===== src/hw/fast_mux_pkg.sv =====
/*
  Constants for the fast-filter result and input multiplexer registers.
  Assumes an 8-bit special function register bus with byte addresses.
*/
//
// Operation
// - 24-bit variant: high byte shows result bits 23 to 16.
// - 24-bit variant: middle byte shows result bits 15 to 8.
// - 24-bit variant: low byte shows result bits 7 to 0.
// - 16-bit variant: high byte shows result bits 15 to 8.
// - 16-bit variant: middle byte shows result bits 7 to 0.
// - 16-bit variant: low byte always reads zero.
// - Upper nibble selects positive input; 0-7 external, 15 temperature.
// - Lower nibble selects negative input with the same encoding.
// - Any other code connects that converter input to analog ground.
// - Positive and negative inputs are selected independently.
// - Selecting the temperature sensor on either input enables it.
// - A read-only busy flag shows a conversion in progress.
package fast_mux_pkg;
  localparam logic [7:0] addr_input_mux_select   = 8'hc6;
  localparam logic [7:0] addr_fast_result_high   = 8'hfe;
  localparam logic [7:0] addr_fast_result_middle = 8'hfd;
  localparam logic [7:0] addr_fast_result_low    = 8'hfc;
  localparam logic [7:0] addr_converter_status   = 8'he8;
  localparam logic [7:0] reset_input_mux_select  = 8'h00;
  localparam logic [7:0] reset_fast_result       = 8'h00;
  localparam int         pos_sel_lsb             = 4;
  localparam int         sel_width               = 4;
  localparam int         busy_bit                = 7;
  localparam logic [3:0] sel_last_external       = 4'h7;
  localparam logic [3:0] sel_temperature         = 4'hf;
endpackage


===== src/hw/input_select_decode.sv =====
/*
  Decodes one 4-bit input select code to a one-hot route.
  Assumes the code comes from a register on the same clock.
*/
`timescale 1ns/1ns
module input_select_decode (
  input  wire logic [3:0] code,
  output logic      [7:0] external_onehot,
  output logic            temperature,
  output logic            ground
);
  always_comb begin
    external_onehot = 8'h00;
    temperature     = 1'b0;
    ground          = 1'b0;
    if (code <= fast_mux_pkg::sel_last_external) begin
      external_onehot[code[2:0]] = 1'b1;
    end else if (code == fast_mux_pkg::sel_temperature) begin
      temperature = 1'b1;
    end else begin
      ground = 1'b1;
    end
  end
endmodule


===== src/hw/fast_mux_regs.sv =====
/*
  Fast-filter result bytes, input multiplexer control and busy flag.
  Assumes a core bus with one-cycle write strobe and registered read data.
*/
`timescale 1ns/1ns
module fast_mux_regs #(
  parameter bit wide_result = 1'b1
) (
  input  wire logic        mclk,
  input  wire logic        rstn,
  input  wire logic [7:0]  sfr_addr,
  input  wire logic [7:0]  sfr_wdata,
  input  wire logic        sfr_write,
  input  wire logic        sfr_read,
  output logic      [7:0]  sfr_rdata,
  input  wire logic [23:0] fast_result,
  input  wire logic        result_valid,
  input  wire logic        conversion_active,
  output logic      [7:0]  positive_external_select,
  output logic             positive_temperature_select,
  output logic             positive_ground_select,
  output logic      [7:0]  negative_external_select,
  output logic             negative_temperature_select,
  output logic             negative_ground_select,
  output logic             temperature_sensor_enable,
  output logic             conversion_in_progress_flag
);
  logic [7:0] input_mux_select;
  logic [7:0] fast_result_high;
  logic [7:0] fast_result_middle;
  logic [7:0] fast_result_low;
  logic [7:0] next_rdata;
  logic [7:0] pos_ext;
  logic [7:0] neg_ext;
  logic       pos_temp;
  logic       neg_temp;
  logic       pos_gnd;
  logic       neg_gnd;

  // Software writes the mux at will; keeping it idle is the caller's job.
  always_ff @(posedge mclk or negedge rstn) begin
    if (!rstn) begin
      input_mux_select <= fast_mux_pkg::reset_input_mux_select;
    end else if (sfr_write &&
                 sfr_addr == fast_mux_pkg::addr_input_mux_select) begin
      input_mux_select <= sfr_wdata;
    end
  end

  // All three bytes load in the same cycle; the 16-bit variant loads the low byte with zero.
  always_ff @(posedge mclk or negedge rstn) begin
    if (!rstn) begin
      fast_result_high   <= fast_mux_pkg::reset_fast_result;
      fast_result_middle <= fast_mux_pkg::reset_fast_result;
      fast_result_low    <= fast_mux_pkg::reset_fast_result;
    end else if (result_valid) begin
      if (wide_result) begin
        fast_result_high   <= fast_result[23:16];
        fast_result_middle <= fast_result[15:8];
        fast_result_low    <= fast_result[7:0];
      end else begin
        fast_result_high   <= fast_result[15:8];
        fast_result_middle <= fast_result[7:0];
        fast_result_low    <= fast_mux_pkg::reset_fast_result;
      end
    end
  end

  // Each field drives its own decoder, so both inputs are independent.
  input_select_decode positive_decode (
    .code            (input_mux_select[fast_mux_pkg::pos_sel_lsb +:
                                       fast_mux_pkg::sel_width]),
    .external_onehot (pos_ext),
    .temperature     (pos_temp),
    .ground          (pos_gnd)
  );
  input_select_decode negative_decode (
    .code            (input_mux_select[fast_mux_pkg::sel_width-1:0]),
    .external_onehot (neg_ext),
    .temperature     (neg_temp),
    .ground          (neg_gnd)
  );

  always_ff @(posedge mclk or negedge rstn) begin
    if (!rstn) begin
      positive_external_select    <= 8'h00;
      positive_temperature_select <= 1'b0;
      positive_ground_select      <= 1'b0;
      negative_external_select    <= 8'h00;
      negative_temperature_select <= 1'b0;
      negative_ground_select      <= 1'b0;
      temperature_sensor_enable   <= 1'b0;
    end else begin
      positive_external_select    <= pos_ext;
      positive_temperature_select <= pos_temp;
      positive_ground_select      <= pos_gnd;
      negative_external_select    <= neg_ext;
      negative_temperature_select <= neg_temp;
      negative_ground_select      <= neg_gnd;
      temperature_sensor_enable   <= pos_temp | neg_temp;
    end
  end

  always_ff @(posedge mclk or negedge rstn) begin
    if (!rstn) begin
      conversion_in_progress_flag <= 1'b0;
    end else begin
      conversion_in_progress_flag <= conversion_active;
    end
  end

  always_comb begin
    next_rdata = 8'h00;
    unique case (sfr_addr)
      fast_mux_pkg::addr_input_mux_select:   next_rdata = input_mux_select;
      fast_mux_pkg::addr_fast_result_high:   next_rdata = fast_result_high;
      fast_mux_pkg::addr_fast_result_middle: next_rdata = fast_result_middle;
      fast_mux_pkg::addr_fast_result_low:    next_rdata = fast_result_low;
      fast_mux_pkg::addr_converter_status: begin
        next_rdata[fast_mux_pkg::busy_bit] = conversion_in_progress_flag;
      end
      default: next_rdata = 8'h00;
    endcase
  end

  always_ff @(posedge mclk or negedge rstn) begin
    if (!rstn) begin
      sfr_rdata <= 8'h00;
    end else if (sfr_read) begin
      sfr_rdata <= next_rdata;
    end
  end
endmodule


===== config.mk =====
export PLATFORM = sky130hd
export DESIGN_NAME = fast_mux_regs
export DESIGN_NICKNAME = d
export VERILOG_FILES = /design/src/hw/fast_mux_pkg.sv /design/src/hw/input_select_decode.sv /design/src/hw/fast_mux_regs.sv
export SDC_FILE = /design/constraint.sdc
export NUM_CORES = 1
export LEC_CHECK = 0
export BUFFER_PORTS_ARGS = -buffer_cell sky130_fd_sc_hd__buf_2
export CAP_MARGIN = 20
export CORE_MARGIN = 8
export CORE_UTILIZATION = 30
export CTS_CLUSTER_DIAMETER = 30
export CTS_CLUSTER_SIZE = 14
export DETAILED_ROUTE_END_ITERATION = 10
export GPL_ROUTABILITY_DRIVEN = 0
export SKIP_CTS_REPAIR_TIMING = 1
export SLEW_MARGIN = 20
export SYNTH_ARGS = -nofsm -noshare
export SYNTH_HDL_FRONTEND = slang
export SYNTH_SLANG_ARGS = --single-unit

===== constraint.sdc =====
create_clock -name mclk -period 1.6 [get_ports mclk]
set_clock_uncertainty 0.05 [all_clocks]
set_input_delay 0.24 -clock mclk [delete_from_list [all_inputs] [get_ports mclk]]
set_output_delay 0.24 -clock mclk [all_outputs]
set_load 0.01 [all_outputs]

==> results.md, run 1 <==
* Status: completed
* Final min period at 1530 ps
* Synth warnings at 0
* CTS Buffer Depth at 2
* WL met3 at 540 um
* Min-delay src: fast_result[13]
* Syn Std Cell Area at 2520 um^2
* Endpoints failing hold at 0
* RSZ-0062 raised after global routing: no
* XOR/XNOR Fraction of Synth Area at 0%
* CTS Root Buffer Type: clkbuf_8
* Setup TNS at 0 ps
* Die footprint at 11600 um^2
* Syn Inst Count at 206
* Met2 WL post-DR at 2650 um
* Core area at 8180 um^2
* DRT met1 WL at 2300 um
* Synth Area per Inst at 12.2 um^2
* R2R depth at 4
* P_int at 2.57 mW
* Grt ovf at 0
* Clock Latency Late Sink at 330 ps
* Synth Area in Adders at 0%
* Total iterations of the first detailed-routing run at 4
* Layout Nets at 337
* Gate power share at 10.3%
* Final instance area at 3280 um^2
* Max incr delay on CP at 550 ps
* Netlist cell types at 23
* Main combinational cell family by area after synthesis: multiplexers
* Via density at 4.45
* Max Cap Violations at 0
* FF-to-FF End: sfr_rdata[7]
* Crit Path Max Fanout at 8
* Initial antenna violation count at 1
* Post-route DRC at 0
* Setup CP Type: in -> reg
* Sink Count at 62
* Multiplexer area fraction after synthesis at 17.5%
* Max IR drop VDD at 0.000646 V
* I/O pin cnt at 76
* DP HPWL at 4490 um
* First-pass GRT wire length at 9300 um
* Worst hold path stage count at 2
* Final Setup Violations at 0
* Vias in the first global route at 1911
* Worst slew margin at 65.0%
* Worst EP arrival at 1690 ps
* PD cells at 1030 nW/um^2
* Synth Area in Simple Gates at 14.7%
* Total GRT Usage at 10.3%
* Least-Margin Pin Slew at 525 ps
* Ant diodes at 0
* Final wirelength at 5580 um
* Switching share of power at 23.8%
* DR iter-0 viols at 42
* Buf/Inv on CP at 1
* Startpoint types: primary input
* Flop pwr share at 51.4%
* Hold Path Class: in -> reg
* Leak Pwr at 1.61 nW
* Placed cell area at 3070 um^2
* Initial Util at 30.8%
* Sequential share of the synthesized area at 61.6%
* Layout cells sized above 1 at 45.3%
* Worst Hold End: fast_result_middle[5]
* Critical Path Slowest Stage Cell: or4b_4
* Worst R2R Start: conversion_in_progress_flag
* Largest net degree at the start of global routing at 25
* Worst EP required at 1770 ps
* Clock slew at reported path FFs at 70 ps
* H-tree depth at 3
* Chip width at 108 um
* R2R setup slack at 120 ps
* Via count at 1783
* P_sw at 801 uW
* Input/output buffers at 75
* DR WL/cell at 13.9 um
* Fmax at 655 MHz
* Clock share of power at 38.3%
* DRT antenna net count at 0
* Slew Limit Fails at 0
* CTS tree: built
* FP Rows at 33
* Max layer used: met5
* Final period utilization at 95.4%
* Syn nets at 252
* CTS Buf Count at 9
* Layout Area Growth over Synthesis at 30.2%
* Post-synthesis compound-gate area fraction at 4.17%
* Chip height at 108 um
* Largest delay contributor family on the critical path: simple AND/OR/NAND/NOR gates
* Synth Register Bits at 62
* Crit-path cells: buf_2, or4b_4, nor4b_4, nand2_4, mux2_2
* Crit end category: flip-flop
## state kept, by name, indices dropped and copies added, names as in the netlist
signal,count
sfr_rdata,8
fast_result_low,8
positive_external_select,8
negative_ground_select,1
temperature_sensor_enable,1
negative_external_select,8
positive_ground_select,1
conversion_in_progress_flag,1
input_mux_select,8
negative_temperature_select,1
fast_result_high,8
fast_result_middle,8
positive_temperature_select,1
## power by group through the flow
stage	Clock (mW)	Sequential, mW	Combinational (mW)
after global routing	1.40	1.75	0.391
after floorplan	0	1.75	0.174
after detailed placement	0	1.76	0.352
after global placement	0	1.76	0.347
final	1.29	1.73	0.346
after CTS	1.34	1.73	0.353
## how the worst max path moves through the flow
stage,from,end,slack [ps],depth (start not counted)
2_1_floorplan,sfr_addr[0],input_mux_select[0],-220,4
3_3_place_gp,sfr_addr[0],input_mux_select[3],-250,5
3_5_place_dp,sfr_addr[0],input_mux_select[3],-290,5
4_1_cts,sfr_addr[0],input_mux_select[3],70,5
5_1_grt,sfr_addr[0],input_mux_select[5],30,5
6_report,sfr_addr[0],input_mux_select[3],70,5
## through the flow
stage | std cells | utilization, % | power [mW] | setup WS (ps) | hold slack (ps)
after floorplan | 206 | - | 1.93 | -222 | -106
after global placement | 383 | 37.5 | 2.11 | -249 | 194
after detailed placement | 383 | 37.5 | 2.12 | -292 | 195
after CTS | 399 | 39.9 | 3.43 | 71.4 | -166
after global routing | 401 | 40.1 | 3.54 | 30.2 | 71.0
final | 401 | 40.1 | 3.37 | 73.6 | 87.8
## synthesized netlist by cell type
| library cell | n | share of area, % |
|---|---|---|
| nor4_1 | 2 | 0.50 |
| mux2i_1 | 8 | 3.2 |
| a21oi_1 | 1 | 0.20 |
| and2_1 | 9 | 2.2 |
| clkbuf_1 | 10 | 1.5 |
| a31oi_1 | 7 | 1.7 |
| mux2_2 | 32 | 14 |
| o21ai_0 | 7 | 1.4 |
| nor4b_4 | 1 | 0.94 |
| inv_1 | 3 | 0.45 |
| buf_1 | 1 | 0.15 |
| nor2_1 | 24 | 3.6 |
| nor3_1 | 9 | 1.8 |
| nand2_4 | 1 | 0.45 |
| o22ai_1 | 2 | 0.50 |
| or4b_4 | 1 | 0.55 |
| o221ai_1 | 1 | 0.35 |
| or4b_2 | 1 | 0.40 |
| nand3_1 | 3 | 0.60 |
| nor2b_1 | 1 | 0.25 |
| nand2_1 | 16 | 2.4 |
| nand2b_1 | 4 | 0.99 |
| dfrtp_1 | 62 | 62 |
## cell type report
| class | instances | area [um^2] |
|---|---|---|
| Clock inverter | 6 | 62.6 |
| Inverter | 3 | 11.3 |
| Tap cell | 105 | 131 |
| Multi-Input combinational cell | 130 | 915 |
| Fill cell | 819 | 4900 |
| Sequential cell | 62 | 1550 |
| Timing Repair Buffer | 85 | 480 |
| Clock buffer | 10 | 128 |
## logic make-up after synthesis
kind of cell / count (synthesis)
AND/OR/NAND/NOR: 72
AO/OA/AOI/OAI: 18
buffers and inverters: 14
flip-flops: 62
multiplexers: 40
## placed cells by master (no fill, tap or decap)
cell	count
dlygate4sd3_1	2
buf_4	6
dfrtp_1	62
bufinv_16	1
clkinv_2	3
and2_1	9
nor4_1	2
or4b_4	1
mux2i_1	8
clkbuf_1	1
buf_12	2
nor4b_4	1
nand2_1	16
nor3_1	9
nand2b_1	4
o22ai_1	2
a31oi_1	7
a21oi_1	1
nand2_4	1
inv_1	3
clkinv_4	2
buf_2	75
o21ai_0	7
mux2_2	32
nor2b_1	1
clkbuf_8	9
o221ai_1	1
nor2_1	24
nand3_1	3
or4b_2	1
## metal layers
metal / track usage, % / up-vias
li1: - / 879
met1: 11.7 / 832
met2: 16.1 / 57
met3: 5.39 / 13
met4: 3.77 / 2
met5: 0 / -
No activity file was read; power rests on OpenSTA's default activity.
==> run 2, diff against run 1 <==
Settings changed: BUFFER_PORTS_ARGS -buffer_cell sky130_fd_sc_hd__buf_2 to -buffer_cell sky130_fd_sc_hd__buf_4.
==> results.md, run 2 (synthesis results as in run 1) <==
* Crit end category: flip-flop
* CP Capture Point: input_mux_select[0]
* Chip height at 108 um
* Endpoints failing hold at 0
* DR iter-0 viols at 49
* Status: completed
* Worst EP arrival at 1700 ps
* Slew Limit Fails at 0
* Most common cell after layout, fill and taps aside: buf_4
* Clock Latency Late Sink at 330 ps
* Startpoint types: primary input
* H-tree depth at 3
* Worst R2R Start: conversion_in_progress_flag
* FF-to-FF End: sfr_rdata[7]
* Layout Nets at 337
* Max Cap Violations at 0
* DP HPWL at 4550 um
* Commonest cells after routing, fill and taps aside: 83 x buf_4, 62 x dfrtp_1, 32 x mux2_2, 24 x nor2_1, 16 x nand2_1
* Post-route DRC at 0
* Least-Margin Pin Slew at 391 ps
* Chip width at 108 um
* Grt ovf at 0
* PD cells at 1050 nW/um^2
* Final period utilization at 95.4%
* Layout cells sized above 1 at 45.6%
* Initial antenna violation count at 0
* CTS Root Buffer Type: clkbuf_8
* Layout Area Growth over Synthesis at 38.3%
* Leak Pwr at 1.66 nW
* Fmax at 655 MHz
* Power, Total at 3.66 mW
* Total iterations of the first detailed-routing run at 4
* Sink Count at 62
* WHS at 82.8 ps
* FP Rows at 33
* Final wirelength at 5710 um
* DRT antenna net count at 0
* CTS tree: built
* Max IR drop VDD at 0.000753 V
* Vias in the first global route at 1923
* Critical path launch point: sfr_addr[0]
* Clock slew at reported path FFs at 70 ps
* RSZ-0062 raised after global routing: no
* Via density at 4.40
* Core area at 8180 um^2
* Initial Util at 30.8%
* Die footprint at 11600 um^2
* Ant diodes at 0
* DR WL/cell at 14.2 um
* Crit Path Max Fanout at 8
* Worst EP required at 1770 ps
* CTS Buffer Depth at 2
* I/O pin cnt at 76
* CTS Buf Count at 9
* Setup CP Type: in -> reg
* First-pass GRT wire length at 9320 um
* Number of fill cells at 803
* R2R setup slack at 150 ps
* R2R depth at 4
* Largest net degree at the start of global routing at 31
* Worst slew margin at 74.0%
* Final min period at 1530 ps
* Input/output buffers at 75
* Total GRT Usage at 10.5%
* Final Setup Violations at 0
* Hold Path Class: in -> reg
* Via count at 1764
run 2: changes by cell type in the layout (fill, tap and decap cells not counted):
| cell | previous run | this run |
|---|---|---|
| clkbuf_1 | 1 | 0 |
| clkbuf_8 | 9 | 10 |
| buf_4 | 6 | 83 |
| buf_2 | 75 | 0 |
| bufinv_16 | 1 | 2 |
| buf_12 | 2 | 0 |
| clkinv_2 | 3 | 0 |
| inv_6 | 0 | 1 |
| clkinvlp_4 | 0 | 1 |
run 2: worst min-delay path by stage:
stage	start	slack [ps]	endpoint	cells past startpoint
finish	fast_result[13]	80	fast_result_middle[5]	2
global route	fast_result[23]	60	fast_result_high[7]	2
CTS	rstn	-220	negative_external_select[3]	1
detailed placement	rstn	150	negative_external_select[3]	1
global placement	rstn	140	negative_external_select[3]	1
floorplan	rstn	-110	conversion_in_progress_flag	0
run 2: area by class of cell:
type,count,area (um^2),area share [%]
clock inverters,6,93.8,2.69
clock buffers,10,138,3.95
flip-flops and latches,62,1550,44.5
multi-input cells,130,915,26.3
well taps,105,131,3.77
inverters,3,11.3,0.323
repair buffers,85,643,18.5
run 2: power breakdown:
group / internal (mW) / switching [mW]
Clock: 0.929 / 0.610
Combinational: 0.224 / 0.163
Sequential: 1.67 / 0.0631
run 2: per-layer routing:
layer / global-route usage, % / up-vias / wire (um)
li1: - / 881 / -
met4: 4.16 / 0 / 80
met5: 0 / - / 0
met3: 5.63 / 8 / 587
met2: 17.1 / 58 / 2740
met1: 11.3 / 817 / 2300
run 2: through the flow:
| stage | setup slack, ps | area (um^2) | instances | setup TNS (ps) | utilization (%) |
|---|---|---|---|---|---|
| global placement | -254 | 3230 | 383 | -3490 | 39.5 |
| CTS | 75.9 | 3460 | 399 | 0 | 42.4 |
| finish | 73.0 | 3480 | 401 | 0 | 42.6 |
| detailed placement | -295 | 3230 | 383 | -4220 | 39.5 |
| floorplan | -222 | 2520 | 206 | -1830 | - |
| global route | 22.6 | 3480 | 401 | 0 | 42.6 |
run 2: critical path, stage by stage:
cell and delay (ps):
buf_4 110, or4b_4 550, nor4b_4 370, nand2_4 140, mux2_2 290
==> run 3, diff against run 2 <==
Settings changed: GPL_TIMING_DRIVEN from default to 0.
==> results.md, run 3 (synthesis results as in run 1) <==
* Status: completed
* FF+latch area at 1550 um^2
* Initial Util at 30.8%
* DR WL/cell at 14.2 um
* Chip height at 108 um
* Setup CP Type: in -> reg
* Max IR drop VDD at 0.000688 V
* Largest net degree at the start of global routing at 63
* Ant diodes at 0
* Crit Path Max Fanout at 8
* Total iterations of the first detailed-routing run at 4
* Max incr delay on CP at 550 ps
* P_sw at 816 uW
* Final worst slack at 24.3 ps
* Final wirelength at 5740 um
* Placement Setup Slack at -571 ps
* Met2 WL post-DR at 2710 um
* Largest delay contributor family on the critical path: simple AND/OR/NAND/NOR gates
* Hold Path Class: in -> reg
* Layout Nets at 340
* Worst slew margin at 49.6%
* DP HPWL at 4390 um
* Fmax at 635 MHz
* FP Rows at 33
* Clock slew at reported path FFs at 70 ps
* Chip width at 108 um
* Worst EP arrival at 1750 ps
* Max layer used: met4
* Min-delay src: sfr_wdata[4]
* Slew Limit Fails at 0
* Worst R2R Start: conversion_in_progress_flag
* Most common cell after layout, fill and taps aside: buf_4
* Commonest cells after routing, fill and taps aside: 75 x buf_4, 62 x dfrtp_1, 32 x mux2_2, 24 x nor2_1, 16 x nand2_1
* Final min period at 1580 ps
* Die footprint at 11600 um^2
* Clock Latency Late Sink at 330 ps
* PD cells at 1040 nW/um^2
* Critical Path Slowest Stage Cell: or4b_4
* Multi-input logic area at 915 um^2
* Final Setup Violations at 0
* CTS tree: built
* CTS Root Buffer Type: clkbuf_8
* Leak Pwr at 1.63 nW
* Initial antenna violation count at 0
* WL met3 at 498 um
* Flop pwr share at 48.2%
* DR iter-0 viols at 41
* Core area at 8180 um^2
* CTS Buf Count at 9
* Crit-path cells: buf_4, or4b_4, nor4b_4, buf_4, nand2_4, mux2_2
* Buf/Inv on CP at 2
* Number of fill cells at 804
* Final core utilization at 42.2%
* H-tree depth at 3
* Max Cap Violations at 0
* Post-route DRC at 0
* P_int at 2.76 mW
* WHS at 84.9 ps
* First-pass GRT wire length at 9310 um
* Via density at 4.38
* CTS Buffer Depth at 2
* Total GRT Usage at 10.3%
* Vias in the first global route at 1928
* Endpoints failing hold at 0
* Least-Margin Pin Slew at 756 ps
* Grt ovf at 0
* Startpoint types: primary input
* Worst EP required at 1770 ps
* RSZ-0062 raised after global routing: no
* DRT met1 WL at 2450 um
* Input/output buffers at 73
* Switching share of power at 22.8%
* Via count at 1769
* I/O pin cnt at 76
* Clock share of power at 41.0%
* Gate power share at 10.9%
* Final period utilization at 98.5%
* Crit end category: flip-flop
* DRT antenna net count at 0
* Critical path launch point: sfr_addr[0]
* Layout Area Growth over Synthesis at 36.9%
* Layout cells sized above 1 at 42.5%
* Sink Count at 62
* CP dominant cell by count: buf_4
-- run 3: cell types whose count changed in the layout (fill, tap and decap cells not counted), sizes merged --
cell    before  now
inv          4    3
clkinv       2    3
buf         83   76
clkbuf      10   20
-- run 3: area by class of cell --
type	instances	share of cell area, %
plain buffers	11	1.23
clock buffers	10	3.70
clock inverters	6	2.50
inverters	3	0.327
multi-input cells	130	26.5
flip-flops and latches	62	45.0
well taps	105	3.81
repair buffers	77	16.9
-- run 3: routing by layer --
metal	up-vias	GRT usage [%]
li1	880	-
met1	824	11.9
met2	56	16.1
met3	9	4.79
met4	0	4.16
met5	-	0
-- run 3: worst register-to-register path, cell delays in order (launching register included) --
cell	delay (ps)
dfrtp_1	380
or4b_2	590
o22ai_1	160
nand3_1	90
o221ai_1	90
-- run 3: metrics by stage --
step / cells / TNS, ps / total power, mW / cell area (um^2)
6_report: 404 / 0 / 3.58 / 3450
5_1_grt: 404 / 0 / 3.76 / 3450
4_1_cts: 400 / -1520 / 3.64 / 3410
3_5_place_dp: 384 / -7030 / 2.15 / 3200
3_3_place_gp: 384 / -6710 / 2.14 / 3200
2_1_floorplan: 206 / -1830 / 1.93 / 2520
-- run 3: power by group through the flow --
stage                     logic (mW)  clock network, mW  registers (mW)
after global routing           0.435               1.59            1.73
after detailed placement       0.395                  0            1.75
after global placement         0.389                  0            1.75
after CTS                      0.396               1.52            1.72
after floorplan                0.174                  0            1.75
final                          0.390               1.46            1.72
-- run 3: worst paths after layout --
| kind | end | slack [ps] | cells past startpoint |
|---|---|---|---|
| max | input_mux_select[6] | 20 | 6 |
| min | input_mux_select[4] | 80 | 2 |
| max reg2reg | sfr_rdata[7] | 150 | 4 |
| min reg2reg | fast_result_high[4] | 450 | 1 |
| max in group asynchronous | fast_result_middle[7] | 530 | 2 |
| min in group asynchronous | negative_external_select[1] | 480 | 2 |
